===== src/summary_status_regs.svh =====
// summary status register map: indices, bit positions, reset values
// assumes registers are 32-bit words at byte address = 4 * index
`ifndef SUMMARY_STATUS_REGS_SVH
`define SUMMARY_STATUS_REGS_SVH

// register indices
`define SUMMARY_STATUS_IDX    6'h07
`define EVENT_STATUS_IDX      6'h10
`define EVENT_MASK_IDX        6'h11
`define SOURCE_LEVEL_IDX      6'h12

// summary_status bit positions
`define BIT_FIELD_FREQ_VALID  3'd7
`define BIT_CHECKSUM_ZERO     3'd6
`define BIT_CHECKSUM_DONE     3'd5
`define BIT_ATTENTION         3'd4
`define BIT_COUNTDOWN_ACTIVE  3'd3
`define BIT_FIELD_PRESENT     3'd2
`define BIT_FIFO_NEARLY_FULL  3'd1
`define BIT_FIFO_NEARLY_EMPTY 3'd0

// reset values
`define SUMMARY_STATUS_RESET  8'h42
`define EVENT_STATUS_RESET    8'h00
`define EVENT_MASK_RESET      8'h00

// fifo capacity in bytes
`define FIFO_CAPACITY         7'h40

// synchroniser depth
`define SYNC_STAGES           3

`endif


===== src/summary_status_pkg.sv =====
// types shared by the summary status block
// assumes the register header is included where offsets are needed
package summary_status_pkg;

    typedef enum logic [1:0]
    {
        BUS_IDLE,
        BUS_ANSWER,
        BUS_RELEASE
    } bus_state_t;

    typedef logic [7:0] status_byte_t;

endpackage


===== src/fifo_watermark.sv =====
// fifo watermark comparators for the nearly-full and nearly-empty alerts
// assumes fill count and threshold come from the same clock domain
`timescale 1ns/1ns
`include "summary_status_regs.svh"

module fifo_watermark
#(
    parameter int COUNT_W = 7,
    parameter int THRESH_W = 6
)
(
    input  wire logic [COUNT_W-1:0]  fifo_fill_count,
    input  wire logic [THRESH_W-1:0] fifo_threshold,
    output logic                     nearly_full,
    output logic                     nearly_empty
);

    logic [COUNT_W-1:0] free_space;
    logic [COUNT_W-1:0] threshold_wide;

    ////////////////////////////////////////////////////////////////////////
    // free space is capacity minus fill count
    always_comb
    begin
        threshold_wide = COUNT_W'(fifo_threshold);
        free_space     = COUNT_W'(`FIFO_CAPACITY - fifo_fill_count);
        nearly_full    = (free_space <= threshold_wide);
        nearly_empty   = (fifo_fill_count <= threshold_wide);
    end

endmodule


===== src/level_sync.sv =====
// three-stage level synchroniser for an asynchronous pin
// assumes core_clk is free running; output changes when stages 1 and 2 agree
`timescale 1ns/1ns

module level_sync
(
    input  wire logic core_clk,
    input  wire logic rstn,
    input  wire logic async_in,
    output logic      sync_out
);

    logic [2:0] stage_reg;

    ////////////////////////////////////////////////////////////////////////
    // shift chain; stage 0 feeds only stage 1
    always_ff @(posedge core_clk)
    begin
        if (!rstn)
            stage_reg <= 3'h0;
        else
            stage_reg <= {stage_reg[1:0], async_in};
    end

    ////////////////////////////////////////////////////////////////////////
    // accept a new level only once two later stages agree
    always_ff @(posedge core_clk)
    begin
        if (!rstn)
            sync_out <= 1'b0;
        else if (stage_reg[1] == stage_reg[2])
            sync_out <= stage_reg[2];
    end

endmodule


===== src/summary_status.sv =====
// summary status register bank with avalon-mm slave and event interrupt
// assumes source units share core_clk except the two rf detector pins
`timescale 1ns/1ns
`include "summary_status_regs.svh"

// Functional notes
// field_frequency_valid reads 1 while the rx carrier is strictly between 12 and 15 MHz.
// field_frequency_valid has no guaranteed value for carriers of 9-12 MHz or 15-19 MHz.
// checksum_zero_result reads 1 for a zero checksum, 0 while computing, 1 after a good finish.
// checksum_zero_result is undefined during transmit and receive; the error flag is used then.
// checksum_done goes to 1 when a checksum completes and is meaningful for compute_checksum_cmd.
// the attention flag is 1 when any interrupt source is active with its enable set in either register.
// countdown_active is 1 while the timer will decrement on its next tick.
// in gated mode countdown_active follows the enable bits only, never the gate signal.
// external_field_present is a live, unlatched level of the field detector.
// fifo_nearly_full is 1 exactly when 64 minus the fill count is at most the threshold.
// fifo_nearly_empty is 1 exactly when the fill count is at most the threshold.
// summary_status is read-only; after reset bits 6 and 1 read 1 and bits 5, 4 and 2 read 0.
// writes to summary_status are ignored and each flag is resampled every clock.
module summary_status
    import summary_status_pkg::*;
#(
    parameter int ADDR_W = 8,
    parameter int CHECKSUM_W = 16,
    parameter int COMM_IRQ_W = 7,
    parameter int MISC_IRQ_W = 5,
    parameter int COUNT_W = 7,
    parameter int THRESH_W = 6
)
(
    input  wire logic                  core_clk,
    input  wire logic                  rstn,
    input  wire logic [ADDR_W-1:0]     avs_address,
    input  wire logic                  avs_read,
    input  wire logic                  avs_write,
    input  wire logic [31:0]           avs_writedata,
    input  wire logic [3:0]            avs_byteenable,
    output logic [31:0]                avs_readdata,
    output logic                       avs_waitrequest,
    input  wire logic                  rx_freq_in_band,
    input  wire logic                  field_detect,
    input  wire logic [CHECKSUM_W-1:0] checksum_result,
    input  wire logic                  checksum_busy,
    input  wire logic                  checksum_finish,
    input  wire logic                  compute_checksum_cmd,
    input  wire logic                  link_active,
    input  wire logic [COMM_IRQ_W-1:0] comm_irq_source,
    input  wire logic [COMM_IRQ_W-1:0] comm_irq_enable_register,
    input  wire logic [MISC_IRQ_W-1:0] misc_irq_source,
    input  wire logic [MISC_IRQ_W-1:0] misc_irq_enable_register,
    input  wire logic                  timer_running,
    input  wire logic                  timer_gated_mode,
    input  wire logic                  timer_enable_bits,
    input  wire logic [COUNT_W-1:0]    fifo_fill_count,
    input  wire logic [THRESH_W-1:0]   fifo_threshold,
    output logic                       irq
);

    ////////////////////////////////////////////////////////////////////////
    // declarations

    bus_state_t   bus_state_reg;
    bus_state_t   bus_state_next;
    status_byte_t summary_status_reg;
    status_byte_t summary_status_next;
    status_byte_t prev_status_reg;
    status_byte_t event_status_reg;
    status_byte_t event_status_next;
    status_byte_t event_mask_reg;
    status_byte_t event_raise;
    status_byte_t event_clear;
    logic [31:0]  readdata_next;
    logic [5:0]   word_index;
    logic         access;
    logic         write_take;
    logic         field_frequency_valid;
    logic         external_field_present;
    logic         checksum_zero_result;
    logic         checksum_done_reg;
    logic         attention_pending;
    logic         countdown_active;
    logic         fifo_nearly_full;
    logic         fifo_nearly_empty;
    logic         field_edge_reg;

    ////////////////////////////////////////////////////////////////////////
    // helpers

    // word index of a byte address
    function automatic logic [5:0] word_of(input logic [ADDR_W-1:0] addr);
        word_of = addr[7:2];
    endfunction

    // write-one-to-clear mask from the low byte lane
    function automatic status_byte_t lane0_bits
    (
        input logic [31:0] data,
        input logic [3:0]  lanes
    );
        lane0_bits = lanes[0] ? data[7:0] : 8'h00;
    endfunction

    ////////////////////////////////////////////////////////////////////////
    // pin synchronisers for the rf detector outputs

    level_sync u_freq_sync
    (
        .core_clk (core_clk),
        .rstn     (rstn),
        .async_in (rx_freq_in_band),
        .sync_out (field_frequency_valid)
    );

    level_sync u_field_sync
    (
        .core_clk (core_clk),
        .rstn     (rstn),
        .async_in (field_detect),
        .sync_out (external_field_present)
    );

    ////////////////////////////////////////////////////////////////////////
    // fifo watermark alerts

    fifo_watermark
    #(
        .COUNT_W  (COUNT_W),
        .THRESH_W (THRESH_W)
    )
    u_watermark
    (
        .fifo_fill_count (fifo_fill_count),
        .fifo_threshold  (fifo_threshold),
        .nearly_full     (fifo_nearly_full),
        .nearly_empty    (fifo_nearly_empty)
    );

    ////////////////////////////////////////////////////////////////////////
    // checksum flags

    // zero result only when idle; value during link traffic is not meaningful
    always_comb
    begin
        checksum_zero_result = ~checksum_busy & (checksum_result == '0);
    end

    // done flag: set on finish, cleared when a new computation starts
    always_ff @(posedge core_clk)
    begin
        if (!rstn)
            checksum_done_reg <= 1'b0;
        else if (checksum_finish)
            checksum_done_reg <= 1'b1;
        else if (compute_checksum_cmd | checksum_busy)
            checksum_done_reg <= 1'b0;
    end

    ////////////////////////////////////////////////////////////////////////
    // attention and countdown flags

    always_comb
    begin
        attention_pending = (|(comm_irq_source & comm_irq_enable_register))
                          | (|(misc_irq_source & misc_irq_enable_register));
        if (timer_gated_mode)
            countdown_active = timer_enable_bits;
        else
            countdown_active = timer_running;
    end

    ////////////////////////////////////////////////////////////////////////
    // summary status assembly, resampled every clock

    always_comb
    begin
        summary_status_next = 8'h00;
        summary_status_next[`BIT_FIELD_FREQ_VALID]  = field_frequency_valid;
        summary_status_next[`BIT_CHECKSUM_ZERO]     = checksum_zero_result;
        summary_status_next[`BIT_CHECKSUM_DONE]     = checksum_done_reg;
        summary_status_next[`BIT_ATTENTION]         = attention_pending;
        summary_status_next[`BIT_COUNTDOWN_ACTIVE]  = countdown_active;
        summary_status_next[`BIT_FIELD_PRESENT]     = external_field_present;
        summary_status_next[`BIT_FIFO_NEARLY_FULL]  = fifo_nearly_full;
        summary_status_next[`BIT_FIFO_NEARLY_EMPTY] = fifo_nearly_empty;
    end

    always_ff @(posedge core_clk)
    begin
        if (!rstn)
            summary_status_reg <= `SUMMARY_STATUS_RESET;
        else
            summary_status_reg <= summary_status_next;
    end

    ////////////////////////////////////////////////////////////////////////
    // event detection: rising edge of each summary flag

    always_ff @(posedge core_clk)
    begin
        if (!rstn)
            prev_status_reg <= `SUMMARY_STATUS_RESET;
        else
            prev_status_reg <= summary_status_reg;
    end

    // field loss is reported too, in the field-present slot edge tracker
    always_ff @(posedge core_clk)
    begin
        if (!rstn)
            field_edge_reg <= 1'b0;
        else
            field_edge_reg <= prev_status_reg[`BIT_FIELD_PRESENT]
                            & ~summary_status_reg[`BIT_FIELD_PRESENT];
    end

    always_comb
    begin
        event_raise = summary_status_reg & ~prev_status_reg;
        event_raise[`BIT_FIELD_PRESENT] = event_raise[`BIT_FIELD_PRESENT] | field_edge_reg;
    end

    ////////////////////////////////////////////////////////////////////////
    // avalon-mm slave: one wait cycle, then answer

    always_comb
    begin
        access     = avs_read | avs_write;
        word_index = word_of(avs_address);
        write_take = avs_write & (bus_state_reg == BUS_ANSWER);
    end

    always_comb
    begin
        case (bus_state_reg)
            BUS_IDLE:
            begin
                if (access)
                    bus_state_next = BUS_ANSWER;
                else
                    bus_state_next = BUS_IDLE;
            end
            BUS_ANSWER:
                bus_state_next = BUS_RELEASE;
            BUS_RELEASE:
                bus_state_next = BUS_IDLE;
            default:
                bus_state_next = BUS_IDLE;
        endcase
    end

    always_ff @(posedge core_clk)
    begin
        if (!rstn)
            bus_state_reg <= BUS_IDLE;
        else
            bus_state_reg <= bus_state_next;
    end

    // waitrequest drops only in the answer cycle
    always_comb
    begin
        avs_waitrequest = access & (bus_state_reg != BUS_ANSWER);
    end

    ////////////////////////////////////////////////////////////////////////
    // read data, captured in the first request cycle

    always_comb
    begin
        readdata_next = 32'h0000_0000;
        case (word_index)
            `SUMMARY_STATUS_IDX:
                readdata_next = {24'h00_0000, summary_status_reg};
            `EVENT_STATUS_IDX:
                readdata_next = {24'h00_0000, event_status_reg};
            `EVENT_MASK_IDX:
                readdata_next = {24'h00_0000, event_mask_reg};
            `SOURCE_LEVEL_IDX:
                readdata_next = {24'h00_0000, summary_status_next};
            default:
                readdata_next = 32'h0000_0000;
        endcase
    end

    always_ff @(posedge core_clk)
    begin
        if (!rstn)
            avs_readdata <= 32'h0000_0000;
        else if (avs_read & (bus_state_reg == BUS_IDLE))
            avs_readdata <= readdata_next;
    end

    ////////////////////////////////////////////////////////////////////////
    // writable registers, written at the answer edge; the summary word has no write path

    always_ff @(posedge core_clk)
    begin
        if (!rstn)
            event_mask_reg <= `EVENT_MASK_RESET;
        else if (write_take & (word_index == `EVENT_MASK_IDX) & avs_byteenable[0])
            event_mask_reg <= avs_writedata[7:0];
    end

    // write one to clear; a new event in the same cycle wins
    always_comb
    begin
        event_clear = 8'h00;
        if (write_take & (word_index == `EVENT_STATUS_IDX))
            event_clear = lane0_bits(avs_writedata, avs_byteenable);
        event_status_next = (event_status_reg & ~event_clear) | event_raise;
    end

    always_ff @(posedge core_clk)
    begin
        if (!rstn)
            event_status_reg <= `EVENT_STATUS_RESET;
        else
            event_status_reg <= event_status_next;
    end

    ////////////////////////////////////////////////////////////////////////
    // level interrupt

    always_ff @(posedge core_clk)
    begin
        if (!rstn)
            irq <= 1'b0;
        else
            irq <= |(event_status_next & event_mask_reg);
    end

endmodule


===== config.mk =====
export PLATFORM = sky130hd
export DESIGN_NAME = summary_status
export DESIGN_NICKNAME = d
export VERILOG_FILES = /design/src/summary_status_pkg.sv /design/src/fifo_watermark.sv /design/src/level_sync.sv /design/src/summary_status.sv
export VERILOG_INCLUDE_DIRS = /design/src
export SDC_FILE = /design/constraint.sdc
export NUM_CORES = 1
export LEC_CHECK = 0
export BUFFER_PORTS_ARGS = -buffer_cell sky130_fd_sc_hd__buf_2
export CORE_MARGIN = 5
export CORE_UTILIZATION = 46
export CTS_CLUSTER_DIAMETER = 120
export DETAILED_ROUTE_END_ITERATION = 16
export PLACE_DENSITY = 0.83
export SYNTH_ARGS = -nofsm -noshare
export SYNTH_HDL_FRONTEND = slang
export SYNTH_SLANG_ARGS = --single-unit
export TNS_END_PERCENT = 5

===== constraint.sdc =====
create_clock -name core_clk -period 3 [get_ports core_clk]
set_input_delay 0.9 -clock core_clk [delete_from_list [all_inputs] [get_ports core_clk]]
set_output_delay 0.9 -clock core_clk [all_outputs]
set_load 0.05 [all_outputs]

Word level (Yosys, flattened, before mapping)
Index checks and enable logic that the tools add are counted.
{ "totals": {"latchBits": 0, "mem_count": 0, "mem_bits_rw": 0, "mem_bits_ro": 0, "ff_bits": 77} }
{ "classes": {"add_sub_neg": 1, "magnitude_cmp": 2, "shifts": 0, "eq_ne": 8, "bitwise_logic": 22, "div_mod_pow": 0, "n_mux": 8, "mul": 0, "reduce_logical": 6} }
{ "ops": {"columns": ["op", "count"], "rows": [
  ["$pmux 8 s4", 1],
  ["$and 8x8->8", 3],
  ["$eq 6x5->1 const B", 3],
  ["$logic_not 16->1", 1],
  ["$mux 8", 2],
  ["$not 8->8", 2],
  ["$le 7x6->1", 2],
  ["$and 1x1->1", 8],
  ["$or 8x8->8", 1],
  ["$reduce_or 8->1", 1],
  ["$and 7x7->7", 1],
  ["$reduce_or 7->1", 1],
  ["$sub 7x7->7 const A", 1],
  ["$eq 6x3->1 const B", 1],
  ["$and 5x5->5", 1],
  ["$reduce_or 5->1", 1],
  ["$mux 1", 4],
  ["$or 1x1->1", 4],
  ["$pmux 2 s2", 1],
  ["$eq 1x1->1", 2],
  ["$eq 2x1->1 const B", 1],
  ["$logic_not 2->1", 1],
  ["$ne 2x1->1 const B", 1],
  ["$not 1->1", 2],
  ["$reduce_bool 2->1", 1]
]} }

Longest topological paths before layout
{ "depth": {"ltp_word": 9, "mapped_depth": 10} }

By module
From an unflattened synthesis, not the netlist that was laid out.
{ "unflattened": {"cells_unflattened": 301, "area_unflattened_um2": 2711.4} }
{ "modules_own_cells": {"columns": ["mod", "cells_each", "instances", "area_per_inst_um2", "seq_area_each_um2"], "rows": [
  ["summary_status", 232, 1, 2112.0, 900.9],
  ["fifo_watermark", 49, 1, 366.6, 0.0],
  ["level_sync", 10, 2, 116.4, 80.1]
]} }

Worst setup path after synthesis
Ideal clock, no wire load.
{ "synth_timing": {"path_kind": "input -> output", "from": "in avs_write", "to": "out avs_waitrequest", "arrival_ns": 1.700, "stages": 2, "slack_ns": 0.400, "cell_sequence": "nor2_1 > a21oi_1"} }
{ "synth_between": {"elab_chain_len": 2} }
{ "synth_rtl": {"columns": ["item", "line_no", "rtl"], "rows": [
  ["start: declaration", "summary_status.sv:35", "input wire logic avs_write,"],
  ["$or 1x1->1", "summary_status.sv:227", "access = avs_read | avs_write;"],
  ["$and 1x1->1", "summary_status.sv:262", "avs_waitrequest = access & (bus_state_reg != BUS_ANSWER);"],
  ["end: declaration", "summary_status.sv:39", "output logic avs_waitrequest,"]
]} }
Every way passes these cells.

Worst setup path after layout
{ "layout_timing": {"from": "in avs_address[5]", "to": "reg avs_readdata[1]"} }
{ "layout_between": {"elab_chain_len": 2, "word_cells_on_any_way": 5, "cone_classes": "4 x eq/ne; 1 x mux"} }
{ "layout_rtl": {"columns": ["item", "line_no", "rtl"], "rows": [
  ["start: declaration", "summary_status.sv:33", "input wire logic [ADDR_W-1:0] avs_address,"],
  ["$eq 6x5->1 or $eq 6x3->1 (tied branches)", "summary_status.sv:271", "case (word_index)"],
  ["$pmux 8 s4 (*)", "summary_status.sv:271", null],
  ["end signal: assignment", "summary_status.sv:290", "avs_readdata <= readdata_next;"],
  ["end: declaration", "summary_status.sv:38", "output logic [31:0] avs_readdata,"]
]} }
Every way passes the cells marked *; elsewhere a longest branch is shown, timed or not.
A chain may end at the register's enable or synchronous reset.

==> results_dict.tcl <==
set metrics [dict create \
    status "finished, final reports clean" \
    detailedRoute.firstIterationViolations 108 \
    worst_slew_pin_slew_ps 636 \
    timing_worst_setup_path_type "primary input to register" \
    cts.root.buffer_cell "clkbuf_8" \
    route.final.wire_length_um 6600 \
    maximum_root_to_sink_buffer_count 2 \
    clkLatencyLatePin_ps 300 \
    synth_area_mm2 0.00284 \
    holdBufCountCts 0 \
    power_switching_share_pct 28.1 \
    start_util_pct 47.8 \
    clockPowerShare_pct 30.1 \
    power.net_switching_mw 0.403 \
    flop_pwr_share_pct 51.4 \
    syn2layout_area_growth_pct 18.8 \
    vdd_ir_drop_max_mv 0.304 \
    drtPass1Iterations 4 \
    cp-end-kind "register" \
    setup_violations 0 \
    report.power.total_mw 1.43 \
    timing.clock.skew_ps 6.85 \
    grt_start_max_net_pins 33 \
    path_delay_family "simple AND/OR/NAND/NOR gates" \
    clk_slew_on_worst_s_h_paths_ps 90 \
    cts-resized-gates 0 \
    number_of_global_route_vias_before_repair 2440 \
    global_route.overflow_total 0 \
    yosys_reg_bits 53 \
    remaining_drc_errors 0 \
    cts_inserted_buffers 5 \
    post-cts-setup-buffers 0 \
    timing.critical_path.arrival_ps 2670 \
    wp_data_required_ps 3230 \
    maxSlewViolCount 0 \
    antenna_found_initial 0 \
    grt_pass1_wl_um 10700 \
    synth_warnings 0 \
    synth-seq-area-share_pct 37.3 \
    unique_masters_post_synth 50 \
    share_comb_of_total_power_pct 18.4 \
    final_nets 529 \
    antenna_cells_inserted 0 \
    fmaxAchievable_ghz 0.410 \
    routed_via_density 4.94 \
    crit_fanout 10 \
    cts.htree.levels 2 \
    gp_congestion 0.826 \
    global_route.usage.total_pct 17.3 \
    post_synth_inst_count 316 \
    utilization_pct 56.7 \
    holdCritPathClass "register to register" \
    timing_hold_violations_final 0 \
    crit_path_start_kind "primary input" \
    slew_headroom_pct 57.6 \
    avgRoutedWirePerCell_um 13.7 \
    critical_path_buf_inv_count 1 \
    dp_hpwl_um 5290 \
    critical_path.slowest_cell "or3_1" \
    fin_crit_sh_pct 81.3 \
    num_ports 144 \
    dr_total_vias 2387 \
    tritoncts_num_sinks 53 \
    die_w_um 88.6 \
    crit_path_time_final_ps 2440 \
    grt_setup_unrepaired "no" \
    tritoncts "yes" \
    cp_cell_sequence "buf_2 > or3b_4 > or3_1 > a21oi_4 > a21oi_1 > a211oi_1" \
    design.core.area_mm2 0.00596 \
    power.density_mw_per_mm2 425 \
    drt.antenna.violating_nets 0 \
    dieArea_mm2 0.00786 \
    rows 28 \
    max-cap-violations 0 \
    floorplan.die.height_um 88.6 \
    synth.avg_cell_area_um2 9.00 \
    layout-drive-gt1-share_pct 27.0 \
    numPortBuffers 89 \
    setup_tns_ps 0 \
    cpPeakStageDelay_ps 600 \
    internal_power_mw 1.03 \
    power_leakage_nw 1.52 \
]
-- layer usage --
layer	routed length, µm	track usage [%]	share of wire, %	vias to the layer above
met2	3520	30.7	53	60
li1	-	-	-	1228
met5	0	0	0	-
met1	2650	20.6	40	1090
met4	91	5.77	1.4	0
met3	339	3.91	5.1	9
-- cell usage in the layout, fill, tap and decap left out, drive strengths merged, types with 2 or more instances in the layout --
cell,n
buf,94
dfxtp,53
nor2b,37
conb,24
nand2,21
mux2i,17
a21oi,17
inv,16
o21ai,16
and2,16
ha,12
nor2,12
a22oi,9
clkbuf,7
nor3,5
a221oi,5
nand3,4
xnor2,3
o22ai,3
nor4,3
o221ai,3
a22o,3
xor2,2
a21o,2
a211oi,2
nand4b,2
nand2b,2
and3,2
a21boi,2
-- cell type report --
cell class | count | area, µm²
fill | 536 | 2580
multi-input combinational | 237 | 1580
sequential | 53 | 1060
timing repair buffer | 94 | 483
clock buffer | 7 | 96.3
tap | 75 | 93.8
inverter | 16 | 60.1
clock inverter | 1 | 5.00
-- cell usage after synthesis, drive strengths merged --
master | n | area, µm²
nor2 | 12 | 68.8
a21oi | 17 | 96.4
o211ai | 1 | 7.51
a21o | 2 | 15.0
clkbuf | 5 | 18.8
xor2 | 2 | 17.5
nand2b | 2 | 12.5
ha | 12 | 150
or3 | 1 | 6.26
nor4b | 1 | 15.0
and2b | 1 | 7.51
and2 | 16 | 100
a22o | 3 | 26.3
nand4 | 1 | 6.26
and3 | 2 | 12.5
o22ai | 3 | 18.8
a21boi | 2 | 15.0
nand4b | 2 | 17.5
conb | 1 | 3.75
or4 | 1 | 7.51
o31a | 1 | 8.76
a22oi | 9 | 67.6
dfxtp | 53 | 1060
nor4 | 3 | 18.8
a221oi | 5 | 56.3
and3b | 1 | 8.76
a211o | 1 | 8.76
buf | 28 | 211
nor2b | 37 | 231
inv | 16 | 60.1
or3b | 1 | 11.3
mux2i | 17 | 170
a211oi | 2 | 15.0
xnor2 | 3 | 26.3
and4b | 1 | 10.0
o21ai | 16 | 80.1
nand3 | 4 | 20.0
nand2 | 21 | 78.8
o221ai | 3 | 26.3
or4b | 1 | 10.0
nor3 | 5 | 30.0
a21bo | 1 | 10.0
-- final timing paths --
| check | to | from | slack (ps) | depth (start not counted) |
|---|---|---|---|---|
| max | avs_readdata[1]$_SDFFE_PN0P_ | avs_address[5] | 560 | 6 |
| min | field_edge_reg$_SDFF_PN0_ | prev_status_reg[2]$_SDFF_PN0_ | 440 | 2 |
| max reg2reg | irq$_SDFF_PN0_ | bus_state_reg[0]$_SDFF_PN0_ | 1160 | 6 |
| min reg2reg | field_edge_reg$_SDFF_PN0_ | prev_status_reg[2]$_SDFF_PN0_ | 440 | 2 |
-- tightest hold or removal path: stages (launching register included) --
cell	delay, ps
dfxtp_1	320
nand2_1	50
nor2_1	40
-- stage by stage --
step | std cells | setup WS, ps | area [µm²] | hold WS, ps
after floorplan | 339 | 400 | 2930 | 410
after detailed placement | 475 | 232 | 3280 | 429
after global placement | 475 | 273 | 3280 | 416
after CTS | 483 | 563 | 3380 | 446
final | 483 | 560 | 3380 | 444
after global routing | 483 | 460 | 3380 | 460
-- logic make-up (layout without fill, tap and decap cells) --
family	Yosys count	after routing	share of synthesized area [%]
muxes	17	17	5.98
AOI/OAI and AO/OA	66	66	15.9
and+or+nand+nor	113	113	23.7
buffers and inverters	49	118	10.2
DFF	53	53	37.3
adders and majority gates	12	12	5.28
xor gates and xnor gates	5	5	1.54
other	1	24	0.132
-- power by group through the flow --
stage	clock network [mW]	registers [mW]	logic, mW
finish	0.433	0.738	0.265
global route	0.480	0.741	0.292
CTS	0.444	0.738	0.264
detailed placement	0	0.754	0.264
global placement	0	0.753	0.256
floorplan	0	0.755	0.199
Power figures use the tool's default switching activity.
